$ cat config.mk
export PLATFORM = sky130hd
export DESIGN_NAME = irb_baud_ir
export DESIGN_NICKNAME = d
export VERILOG_FILES = /design/src/core/irb_pkg.sv /design/src/core/irb_baud_ir.sv /design/src/core/irb_sync.sv
export SDC_FILE = /design/constraint.sdc
export NUM_CORES = 1
export LEC_CHECK = 0
export ABC_AREA = 1
export BUFFER_PORTS_ARGS = -buffer_cell sky130_fd_sc_hd__buf_2
export CAP_MARGIN = 40
export CORE_AREA = 4 4 101 103
export DETAILED_ROUTE_END_ITERATION = 8
export DIE_AREA = 0 0 105 107
export GPL_TIMING_DRIVEN = 0
export HOLD_SLACK_MARGIN = 0.03
export PLACE_DENSITY_LB_ADDON = 0.25
export SLEW_MARGIN = 25
export SYNTH_ARGS = -nofsm -noshare
export SYNTH_HDL_FRONTEND = slang
export SYNTH_HIERARCHICAL = 1
export SYNTH_SLANG_ARGS = --single-unit
$ cat constraint.sdc
create_clock -name clock -period 4.24 [get_ports clock]
set_input_delay 0.848 -clock clock [delete_from_list [all_inputs] [get_ports clock]]
set_output_delay 0.848 -clock clock [all_outputs]
set_load 0.01 [all_outputs]
$ cat src/core/irb_pkg.sv
// package for the infrared serial baud and infrared control block
// assumes a single 250 MHz clock and a plain strobe register port
package irb_pkg;

  // ==========================================================
  // register map (byte offsets on the plain register port)
  localparam logic [3:0] BAUD_RATE_CONFIG_OFS = 4'h0;
  localparam logic [3:0] INFRARED_CONFIG_OFS  = 4'h1;
  localparam int         ADDR_W               = 4;
  localparam int         DATA_W               = 8;

  // ==========================================================
  // baud_rate_config field positions
  localparam int RATE_DIV_LSB  = 0;   // rate_divisor_select, 3 bits
  localparam int PRESCALE_LSB  = 4;   // prescaler select lo/hi, 2 bits
  localparam int CLK_SRC_BIT   = 6;   // clock_source_select

  // infrared_config field positions
  localparam int NARROW_LSB    = 0;   // narrow pulse select lo/hi, 2 bits
  localparam int IR_ENABLE_BIT = 4;   // infrared_enable

  // ==========================================================
  // reset values
  localparam logic [7:0] BAUD_RATE_CONFIG_RST = 8'h00;
  localparam logic [7:0] INFRARED_CONFIG_RST  = 8'h00;

  // ==========================================================
  // divisor constants
  localparam int OVERSAMPLE      = 16;  // samples per bit
  localparam logic [3:0] PD_CODE0 = 4'h1;
  localparam logic [3:0] PD_CODE1 = 4'h3;
  localparam logic [3:0] PD_CODE2 = 4'h4;
  localparam logic [3:0] PD_CODE3 = 4'hd;

  // narrow pulse widths in 1/32 bit units
  localparam logic [5:0] PULSE_3_16 = 6'h06;
  localparam logic [5:0] PULSE_1_16 = 6'h02;
  localparam logic [5:0] PULSE_1_32 = 6'h01;
  localparam logic [5:0] SUBTICKS   = 6'h20;  // 1/32 slots per bit

endpackage : irb_pkg

$ cat src/core/irb_baud_ir.sv
// baud rate generator and infrared pulse control
// assumes the crystal oscillator clock arrives as a slow pin sampled on clock,
// and that the transmitter/receiver consume the 16x tick and ir pulse.
//
// Overview of operation
// - source select 1 picks bus clock, 0 picks crystal oscillator clock.
// - reset clears source select, crystal oscillator drives generator.
// - prescaler code 00/01/10/11 divides by 1/3/4/13.
// - reset clears prescaler field, divisor one.
// - rate divisor equals two to the power of field, 1 to 128.
// - reset clears rate divisor field, divisor one.
// - bit rate is source over 16 times prescaler times rate divisor.
// - one rate setting serves both receiver and transmitter.
// - narrow pulse codes 00/01/11 give 3/16, 1/16, 1/32 bit widths; rate divisor one gives 3/8, 1/8, 1/16.
// - reset clears narrow pulse field, 3/16 width.
// - infrared enable encodes transmit and decodes receive data; clear disables.
// - reset clears infrared enable.
`timescale 1ns/10ps
`default_nettype none
module irb_baud_ir
  import irb_pkg::*;
(
  input  wire logic              clock,
  input  wire logic              resetn,
  input  wire logic [ADDR_W-1:0] reg_addr,
  input  wire logic [DATA_W-1:0] reg_wdata,
  input  wire logic              reg_write,
  input  wire logic              reg_read,
  output var  logic [DATA_W-1:0] reg_rdata,
  input  wire logic              crystal_osc_clock,
  input  wire logic              tx_serial,
  input  wire logic              ir_rx_pin,
  output var  logic              sample_tick,
  output var  logic              bit_tick,
  output var  logic              ir_tx_pin,
  output var  logic              rx_serial
);

  // ==========================================================
  // function: prescaler divisor from its code
  function automatic logic [3:0] pd_of(input logic [1:0] code);
    logic [3:0] r;
    r = PD_CODE0;
    unique case (code)
      2'h0: r = PD_CODE0;
      2'h1: r = PD_CODE1;
      2'h2: r = PD_CODE2;
      2'h3: r = PD_CODE3;
    endcase
    return r;
  endfunction : pd_of

  // function: narrow pulse width in 1/32 bit slots
  function automatic logic [5:0] width_of(input logic [1:0] code);
    logic [5:0] r;
    r = PULSE_3_16;
    unique case (code)
      2'h0: r = PULSE_3_16;
      2'h1: r = PULSE_1_16;
      2'h2: r = PULSE_3_16;
      2'h3: r = PULSE_1_32;
    endcase
    return r;
  endfunction : width_of

  // ==========================================================
  // configuration registers
  logic       clock_source_select;
  logic [1:0] prescaler_select;
  logic [2:0] rate_divisor_select;
  logic [1:0] narrow_pulse_select;
  logic       infrared_enable;

  // software writes; reset zeroes every field
  always_ff @(posedge clock) begin
    if (!resetn) begin
      clock_source_select <= BAUD_RATE_CONFIG_RST[CLK_SRC_BIT];
      prescaler_select    <= BAUD_RATE_CONFIG_RST[PRESCALE_LSB +: 2];
      rate_divisor_select <= BAUD_RATE_CONFIG_RST[RATE_DIV_LSB +: 3];
    end else if (reg_write && reg_addr == BAUD_RATE_CONFIG_OFS) begin
      clock_source_select <= reg_wdata[CLK_SRC_BIT];
      prescaler_select    <= reg_wdata[PRESCALE_LSB +: 2];
      rate_divisor_select <= reg_wdata[RATE_DIV_LSB +: 3];
    end
  end

  always_ff @(posedge clock) begin
    if (!resetn) begin
      narrow_pulse_select <= INFRARED_CONFIG_RST[NARROW_LSB +: 2];
      infrared_enable     <= INFRARED_CONFIG_RST[IR_ENABLE_BIT];
    end else if (reg_write && reg_addr == INFRARED_CONFIG_OFS) begin
      narrow_pulse_select <= reg_wdata[NARROW_LSB +: 2];
      infrared_enable     <= reg_wdata[IR_ENABLE_BIT];
    end
  end

  // ==========================================================
  // read port: data one cycle after the strobe, unmapped reads zero
  logic [DATA_W-1:0] rd_mux;
  always_comb begin
    rd_mux = '0;
    if (reg_addr == BAUD_RATE_CONFIG_OFS) begin
      rd_mux[CLK_SRC_BIT]         = clock_source_select;
      rd_mux[PRESCALE_LSB +: 2]   = prescaler_select;
      rd_mux[RATE_DIV_LSB +: 3]   = rate_divisor_select;
    end else if (reg_addr == INFRARED_CONFIG_OFS) begin
      rd_mux[NARROW_LSB +: 2]     = narrow_pulse_select;
      rd_mux[IR_ENABLE_BIT]       = infrared_enable;
    end
  end

  always_ff @(posedge clock) begin
    if (!resetn) begin
      reg_rdata <= '0;
    end else if (reg_read) begin
      reg_rdata <= rd_mux;
    end else begin
      reg_rdata <= '0;
    end
  end

  // ==========================================================
  // pin synchronisers: crystal clock and infrared receive pin
  logic xtal_sync;
  logic ir_rx_sync;
  logic xtal_prev_reg;

  irb_sync u_sync_xtal (
    .clock  (clock),
    .resetn (resetn),
    .d      (crystal_osc_clock),
    .q      (xtal_sync)
  );

  irb_sync u_sync_irrx (
    .clock  (clock),
    .resetn (resetn),
    .d      (ir_rx_pin),
    .q      (ir_rx_sync)
  );

  // crystal rising edges become enables; crystal must run below half the bus clock
  always_ff @(posedge clock) begin
    if (!resetn) begin
      xtal_prev_reg <= 1'b0;
    end else begin
      xtal_prev_reg <= xtal_sync;
    end
  end

  logic src_en;
  assign src_en = clock_source_select ? 1'b1 : (xtal_sync & ~xtal_prev_reg);

  // ==========================================================
  // prescaler stage: one pulse per pd source enables
  logic [3:0] pre_cnt_reg;
  logic       pre_en;
  assign pre_en = src_en && (pre_cnt_reg == pd_of(prescaler_select) - 4'h1);

  always_ff @(posedge clock) begin
    if (!resetn) begin
      pre_cnt_reg <= '0;
    end else if (src_en) begin
      // a smaller new divisor would strand the count, so wrap on overshoot
      if (pre_cnt_reg >= pd_of(prescaler_select) - 4'h1) begin
        pre_cnt_reg <= '0;
      end else begin
        pre_cnt_reg <= pre_cnt_reg + 4'h1;
      end
    end
  end

  // rate divisor stage: 2**code prescaled pulses per 16x sample
  logic [6:0] rate_cnt_reg;
  logic [6:0] rate_last;
  logic       smp_en;
  assign rate_last = 7'((8'h01 << rate_divisor_select) - 8'h01);
  assign smp_en    = pre_en && (rate_cnt_reg >= rate_last);

  always_ff @(posedge clock) begin
    if (!resetn) begin
      rate_cnt_reg <= '0;
    end else if (pre_en) begin
      if (rate_cnt_reg >= rate_last) begin
        rate_cnt_reg <= '0;
      end else begin
        rate_cnt_reg <= rate_cnt_reg + 7'h01;
      end
    end
  end

  // half-sample enable for the 1/32 pulse slots: toggle mid way is too
  // costly at odd divisors, so the 1/32 slot rides on the prescaled pulse
  // at half rate_last when the divisor allows, else on the sample itself
  logic half_en;
  assign half_en = smp_en || (pre_en && rate_last != 7'h00 &&
                   rate_cnt_reg == (rate_last >> 1));

  // ==========================================================
  // 16x sample tick and bit tick shared by receiver and transmitter
  logic [3:0] os_cnt_reg;
  always_ff @(posedge clock) begin
    if (!resetn) begin
      os_cnt_reg  <= '0;
      sample_tick <= 1'b0;
      bit_tick    <= 1'b0;
    end else begin
      sample_tick <= smp_en;
      bit_tick    <= smp_en && (os_cnt_reg == 4'(OVERSAMPLE - 1));
      if (smp_en) begin
        os_cnt_reg <= os_cnt_reg + 4'h1;
      end
    end
  end

  // ==========================================================
  // infrared encoder: a zero bit sends a narrow high pulse at bit start
  logic [5:0] slot_cnt_reg;
  logic       tx_prev_reg;
  always_ff @(posedge clock) begin
    if (!resetn) begin
      slot_cnt_reg <= SUBTICKS;
      tx_prev_reg  <= 1'b1;
    end else if (smp_en && os_cnt_reg == 4'h0) begin
      slot_cnt_reg <= '0;
      tx_prev_reg  <= tx_serial;
    end else if (half_en && slot_cnt_reg != SUBTICKS) begin
      slot_cnt_reg <= slot_cnt_reg + 6'h01;
    end
  end

  always_ff @(posedge clock) begin
    if (!resetn) begin
      ir_tx_pin <= 1'b0;
    end else if (infrared_enable) begin
      ir_tx_pin <= !tx_prev_reg && (slot_cnt_reg < width_of(narrow_pulse_select));
    end else begin
      ir_tx_pin <= tx_serial;
    end
  end

  // ==========================================================
  // infrared decoder: a pulse seen in a bit marks a zero, stretched one bit
  logic [4:0] stretch_reg;
  always_ff @(posedge clock) begin
    if (!resetn) begin
      stretch_reg <= '0;
    end else if (ir_rx_sync) begin
      stretch_reg <= 5'(OVERSAMPLE);
    end else if (smp_en && stretch_reg != 5'h00) begin
      stretch_reg <= stretch_reg - 5'h01;
    end
  end

  always_ff @(posedge clock) begin
    if (!resetn) begin
      rx_serial <= 1'b1;
    end else if (infrared_enable) begin
      rx_serial <= (stretch_reg == 5'h00) && !ir_rx_sync;
    end else begin
      rx_serial <= ir_rx_sync;
    end
  end

endmodule : irb_baud_ir
`default_nettype wire

$ cat src/core/irb_sync.sv
// two flip-flop level synchroniser
// assumes the input comes from outside the clock domain
`timescale 1ns/10ps
`default_nettype none
module irb_sync
  import irb_pkg::*;
(
  input  wire logic clock,
  input  wire logic resetn,
  input  wire logic d,
  output var  logic q
);

  logic meta_reg;

  // ==========================================================
  // first stage is read only by the second stage
  always_ff @(posedge clock) begin
    if (!resetn) begin
      meta_reg <= 1'b0;
      q        <= 1'b0;
    end else begin
      meta_reg <= d;
      q        <= meta_reg;
    end
  end

endmodule : irb_sync
`default_nettype wire

## Yosys cells after proc, flatten, opt, wreduce, memory -nomap -nowiden

Cells that the tools add are included.

- Add/subtract/negate cells: 8
- $lt $le $gt $ge: 3
- Equality and inequality tests: 11
- Shifts and indexed selects: 1
- Muxes and demuxes: 19
- Bitwise operators: 3
- Reduce and logical (&&, ||, !) cells: 29

Operators with widths:

| operator | count |
|---|---|
| $mux W6 | 4 |
| $pmux W6 S3 | 1 |
| $pmux W4 S4 | 1 |
| $logic_and A1 B1 Y1 | 12 |
| $mux W4 | 3 |
| $mux W5 | 2 |
| $add A4 B1 Y4 const B | 2 |
| $eq A2 B2 Y1 const B | 4 |
| $logic_not A4 Y1 | 2 |
| $sub A4 B1 Y4 const B | 2 |
| $add A7 B1 Y7 const B | 1 |
| $eq A7 B6 Y1 | 1 |
| $ge A7 B7 Y1 | 1 |
| $mux W7 | 1 |
| $reduce_bool A7 Y1 | 1 |
| $shl A1 B3 Y7 const A | 1 |
| $sub A7 B1 Y7 const B | 1 |
| $add A6 B1 Y6 const B | 1 |
| $lt A6 B6 Y1 | 1 |
| $ne A6 B6 Y1 const B | 1 |
| $reduce_or A2 Y1 | 3 |
| $logic_not A5 Y1 | 1 |
| $mux W1 | 5 |
| $reduce_bool A5 Y1 | 1 |
| other kinds (15) | 21 |

- Bits in registers: 53
- Output and inout port bits: 12
- Word-level logic and storage cells: 99

## Longest topological paths before layout

- Depth in word-level cells: 11
- Depth in mapped cells: 21
- Gate-level depth less buffers: 19

## Hierarchy

The synthesis kept the hierarchy.

Modules (own cells, without submodules):

| module | times used | cells an instance | area an instance (µm²) | seq. area each (µm²) |
|---|---|---|---|---|
| irb_baud_ir | 1 | 357 | 2601.2 | 940.9 |
| irb_sync | 2 | 6 | 55.1 | 40.0 |

## Worst setup path before layout

OpenSTA, ideal clock, no wires.

- Path type: register to register
- From: register rate_divisor_select[2]
- To: register stretch_reg[1]
- Arrival time: 2301 ps
- Data required time: 4174 ps
- Slack: 1873 ps
- Stages on the path, launching flop included: 20
- Path buffers: 2
- Cells stage by stage: dfxtp_1 > buf_4 > inv_2 > buf_4 > nand3_1 > ha_1 > inv_1 > nand4_1 > nand2_1 > inv_1 > ha_1 > nand2_1 > nand2_1 > nand2_1 > inv_1 > nor2_2 > nor2_4 > nand2_4 > or2_0 > a21oi_2

- Word-level cells in the longest chain between the ends: 5

Ends and longest elaborated chain:

| item | line | text |
|---|---|---|
| start: declaration | irb_baud_ir.sv:70 | `logic [2:0] rate_divisor_select;` |
| start signal: assignment | irb_baud_ir.sv:79 | `rate_divisor_select <= BAUD_RATE_CONFIG_RST[RATE_DIV_LSB +: 3];` |
| start signal: assignment | irb_baud_ir.sv:83 | `rate_divisor_select <= reg_wdata[RATE_DIV_LSB +: 3];` |
| $shl A1 B3 Y7 | irb_baud_ir.sv:177 | `assign rate_last = 7'((8'h01 << rate_divisor_select) - 8'h01);` |
| $sub A7 B1 Y7 | irb_baud_ir.sv:177 |  |
| $ge A7 B7 Y1 | irb_baud_ir.sv:178 | `assign smp_en = pre_en && (rate_cnt_reg >= rate_last);` |
| $logic_and A1 B1 Y1 | irb_baud_ir.sv:178 |  |
| $logic_and A1 B1 Y1 | irb_baud_ir.sv:250 | `end else if (smp_en && stretch_reg != 5'h00) begin` |
| end signal: assignment | irb_baud_ir.sv:249 | `stretch_reg <= 5'(OVERSAMPLE);` |
| end signal: assignment | irb_baud_ir.sv:251 | `stretch_reg <= stretch_reg - 5'h01;` |
| end: declaration | irb_baud_ir.sv:244 | `logic [4:0] stretch_reg;` |

No other way between the ends.
A chain may end at the register's enable or synchronous reset.

## Worst setup path after layout

- From: register rate_divisor_select[2]
- To: register rate_cnt_reg[4]

- Word-level cells in the longest chain between the ends: 4

Ends and longest elaborated chain:

| item | line | text |
|---|---|---|
| $shl A1 B3 Y7 | irb_baud_ir.sv:177 |  |
| $sub A7 B1 Y7 | irb_baud_ir.sv:177 |  |
| $ge A7 B7 Y1 | irb_baud_ir.sv:184 | `if (rate_cnt_reg >= rate_last) begin` |
| $mux W7 | irb_baud_ir.sv:184 |  |
| end signal: assignment | irb_baud_ir.sv:187 | `rate_cnt_reg <= rate_cnt_reg + 7'h01;` |
| end: declaration | irb_baud_ir.sv:174 | `logic [6:0] rate_cnt_reg;` |

No other way between the ends.

==> flow_summary_export.csv <==
group,metric,value,unit
run_status,status,"complete, no violations",
clock_tree,cts_setup_buffers,0,
die,dieArea,11200,µm²
clock_tree,cts_inserted_buffers,5,
die,start_util,29.5,%
synthesis,yosysUniqueCellTypes,31,
synthesis,async_flop_share,0,%
detailed_routing,post_drt_via_cell_ratio,4.55,
critical_path,worstPathRequired,4.46,ns
clock_tree,cts_resized,0,
global_route,grt_max_degree,15,
critical_path,worst_setup_path_end_kind,"flip-flop",
detailed_routing,firstDrtPassIters,4,
critical_path,crit-reg2reg-launch,"rate_divisor_select[2]",
synthesis,ys_warn_count,6,
clock_tree,hold_buffers,0,
synthesis,avgSynthCellArea,7.35,µm²
place,dpl.hpwl,4.47,mm
timing,max_freq,369,MHz
synthesis,synth-seq-area-share,37.7,%
die,core_area,9200,µm²
final_layout,final_area,3090,µm²
place,routabilityCongestion,0.778,
power_and_ir_drop,total_power,947,µW
critical_path,worst_setup_path_start_kind,"flip-flop",
clock_tree,root_buffer,"clkbuf_8",
global_route,grt_pass1_vias,2181,
power_and_ir_drop,p_leak,1.39,nW
synthesis,syn_inst,369,
clock_tree,cts_tree,"built",
clock_tree,cts.sink_count,51,
critical_path,path_max_fanout,10,
critical_path,cp.arrival,2.93,ns
critical_path,r2r_cells,17,
final_layout,syn2layout_area_growth,13.8,%
worst_hold_path,hp-start,"u_sync_xtal/meta_reg",
critical_path,r2r-end,"rate_cnt_reg[4]",
die,die_height,107,µm
clock_tree,htree_levels,2,
global_route,antenna_found_initial,0,
worst_hold_path,min_path_cells,2,
clock_tree,insertion_delay,0.30,ns
die,die_w,105,µm
power_and_ir_drop,ir_drop,0.000129,V
detailed_routing,vias,2338,
power_and_ir_drop,cellPowerDensity,307,nW/µm²
timing,period_share,63.9,%
global_route,grtUsageTotal,10.8,%
die,row_count,35,
clock_tree,clk_pin_slew,0.09,ns
timing,worst_pin_slew,0.515,ns
timing,final.min_clock_period,2.71,ns
worst_hold_path,min_to,"u_sync_xtal/q",
synthesis,synth_top_area_share,37.7,%
job,drv_cap,0,
place,placed_area,2980,µm²
synthesis,synth_top_cells_by_area,"dfxtp_1, nand2_1, ha_1",
detailed_routing,wl_per_cell,11.0,µm
timing,max_slew_margin,65.4,%
timing,finalHoldViolations,0,
timing,rsz0062_at_grt,"no",
detailed_routing,postRouteAntennaNets,0,
final_layout,final_net_count,443,
synthesis,synth_area,2710,µm²
synthesis,synth_seq_cells,51,
clock_tree,clock_path_buffers,2,
worst_hold_path,min_path_type,"flip-flop to flip-flop",
critical_path,reg2reg_slack,1.53,ns
detailed_routing,drt_iter0_markers,117,
synthesis,synthFlopType,"dfxtp_1",
final_layout,antenna_cells,0,
die,pin_count,31,
critical_path,path_class,"flip-flop to flip-flop",
synthesis,synth_area_leader_cell,"dfxtp_1",
detailed_routing,drt-total-wl,5.67,mm
synthesis,synth_edf_count,0,
timing,worst_clock_skew,0.00642,ns
global_route,overflow,0,
timing,setup_violations,0,
detailed_routing,route.detailed.drc,0,
timing,slew_viol_final,0,
place,port_buffers,26,
global_route,grt_first_pass_wirelength,10.1,mm
final_layout,drive_above_1_share,14.9,%
timing,fin_setup_tns,0,ns
final_layout,largest_reg_flops,7,
## cells in the mapped netlist (all sizes together), types with 2 or more instances
cell / count
o21ai: 18
nor3: 8
o32ai: 2
nor3b: 2
buf: 4
ha: 21
nand3: 34
a21oi: 29
nand4: 3
dfxtp: 51
nor4: 4
or2: 2
inv: 57
nor2: 25
xor2: 12
a211oi: 2
clkbuf: 3
nand2: 88
## worst max-delay path by stage
stage / from / endpoint / slack (ns) / depth (start not counted)
after floorplan: rate_divisor_select[2] / stretch_reg[1] / 1.87 / 19
after global placement: rate_divisor_select[2] / slot_cnt_reg[1] / 1.57 / 19
after detailed placement: rate_divisor_select[2] / rate_cnt_reg[1] / 1.51 / 17
after CTS: rate_divisor_select[2] / rate_cnt_reg[4] / 1.48 / 17
after global routing: rate_divisor_select[2] / rate_cnt_reg[4] / 1.19 / 17
final: rate_divisor_select[2] / rate_cnt_reg[4] / 1.53 / 17
## cell type report
type / instances / area [µm²]
fill: 971 / 6110
multi-input combinational: 255 / 1440
sequential: 51 / 1020
clock inverter: 1 / 30.0
buffer: 7 / 41.3
timing repair buffer: 26 / 130
tap: 111 / 139
inverter: 57 / 214
clock buffer: 6 / 72.6
## worst max-delay path, stage by stage, from the launching register on
cell	delay, ns
dfxtp_1	0.31
buf_4	0.15
inv_2	0.05
buf_4	0.16
nand3_1	0.13
ha_1	0.28
inv_1	0.07
nand4_1	0.09
nand2_1	0.14
inv_1	0.06
ha_1	0.26
nand2_1	0.06
nand2_1	0.04
nand2_1	0.08
nand3_1	0.09
nand3_2	0.12
nand2_1	0.25
a211oi_1	0.26
## cells by family (layout without fill, tap and decap cells)
logic type	Yosys count	in the layout	share of synthesized area, %
AO/OA/AOI/OAI	54	54	10.8
adder cells (fa/ha/maj)	21	21	9.69
buffers and inverters	64	97	9.41
other	1	2	0.138
XOR/XNOR	12	12	3.88
flip-flops	51	51	37.7
AND/OR/NAND/NOR	166	166	28.4
## metrics by stage
step | hold slack [ns] | setup slack [ns] | cells | utilization [%]
finish | 0.411 | 1.53 | 514 | 33.6
global route | 0.423 | 1.19 | 514 | 33.6
CTS | 0.413 | 1.48 | 514 | 33.6
detailed placement | 0.397 | 1.51 | 507 | 32.4
global placement | 0.389 | 1.57 | 507 | 32.4
floorplan | 0.386 | 1.87 | 370 | -
## power breakdown
| part | total [mW] | internal [mW] | switching (mW) |
|---|---|---|---|
| registers | 0.499 | 0.491 | 0.00843 |
| clock network | 0.329 | 0.173 | 0.156 |
| logic | 0.118 | 0.0429 | 0.0754 |
## layout by cell type (no fill, tap or decap), types with 2 or more instances in the layout
cell type  count
a211oi_1       2
a21oi_1       28
buf_2         26
buf_4          4
clkbuf_1       4
clkbuf_8       5
conb_1         2
dfxtp_1       51
ha_1          21
inv_1         51
inv_2          6
nand2_1       77
nand2_2        8
nand2_4        3
nand3_1       32
nand3_2        2
nand4_1        3
nor2_1        22
nor2_2         2
nor3_1         8
nor3b_1        2
nor4_1         4
o21ai_0       16
o21ai_1        2
o32ai_1        2
xor2_1        12
## layer usage
metal	wire length [µm]	part of all wire (%)	track usage, %
met1	2990	53	14.9
met2	2410	43	17.0
met3	198	3.5	2.23
met4	72	1.3	3.09
met5	0	0	0
(Power assumes the default switching activity.)
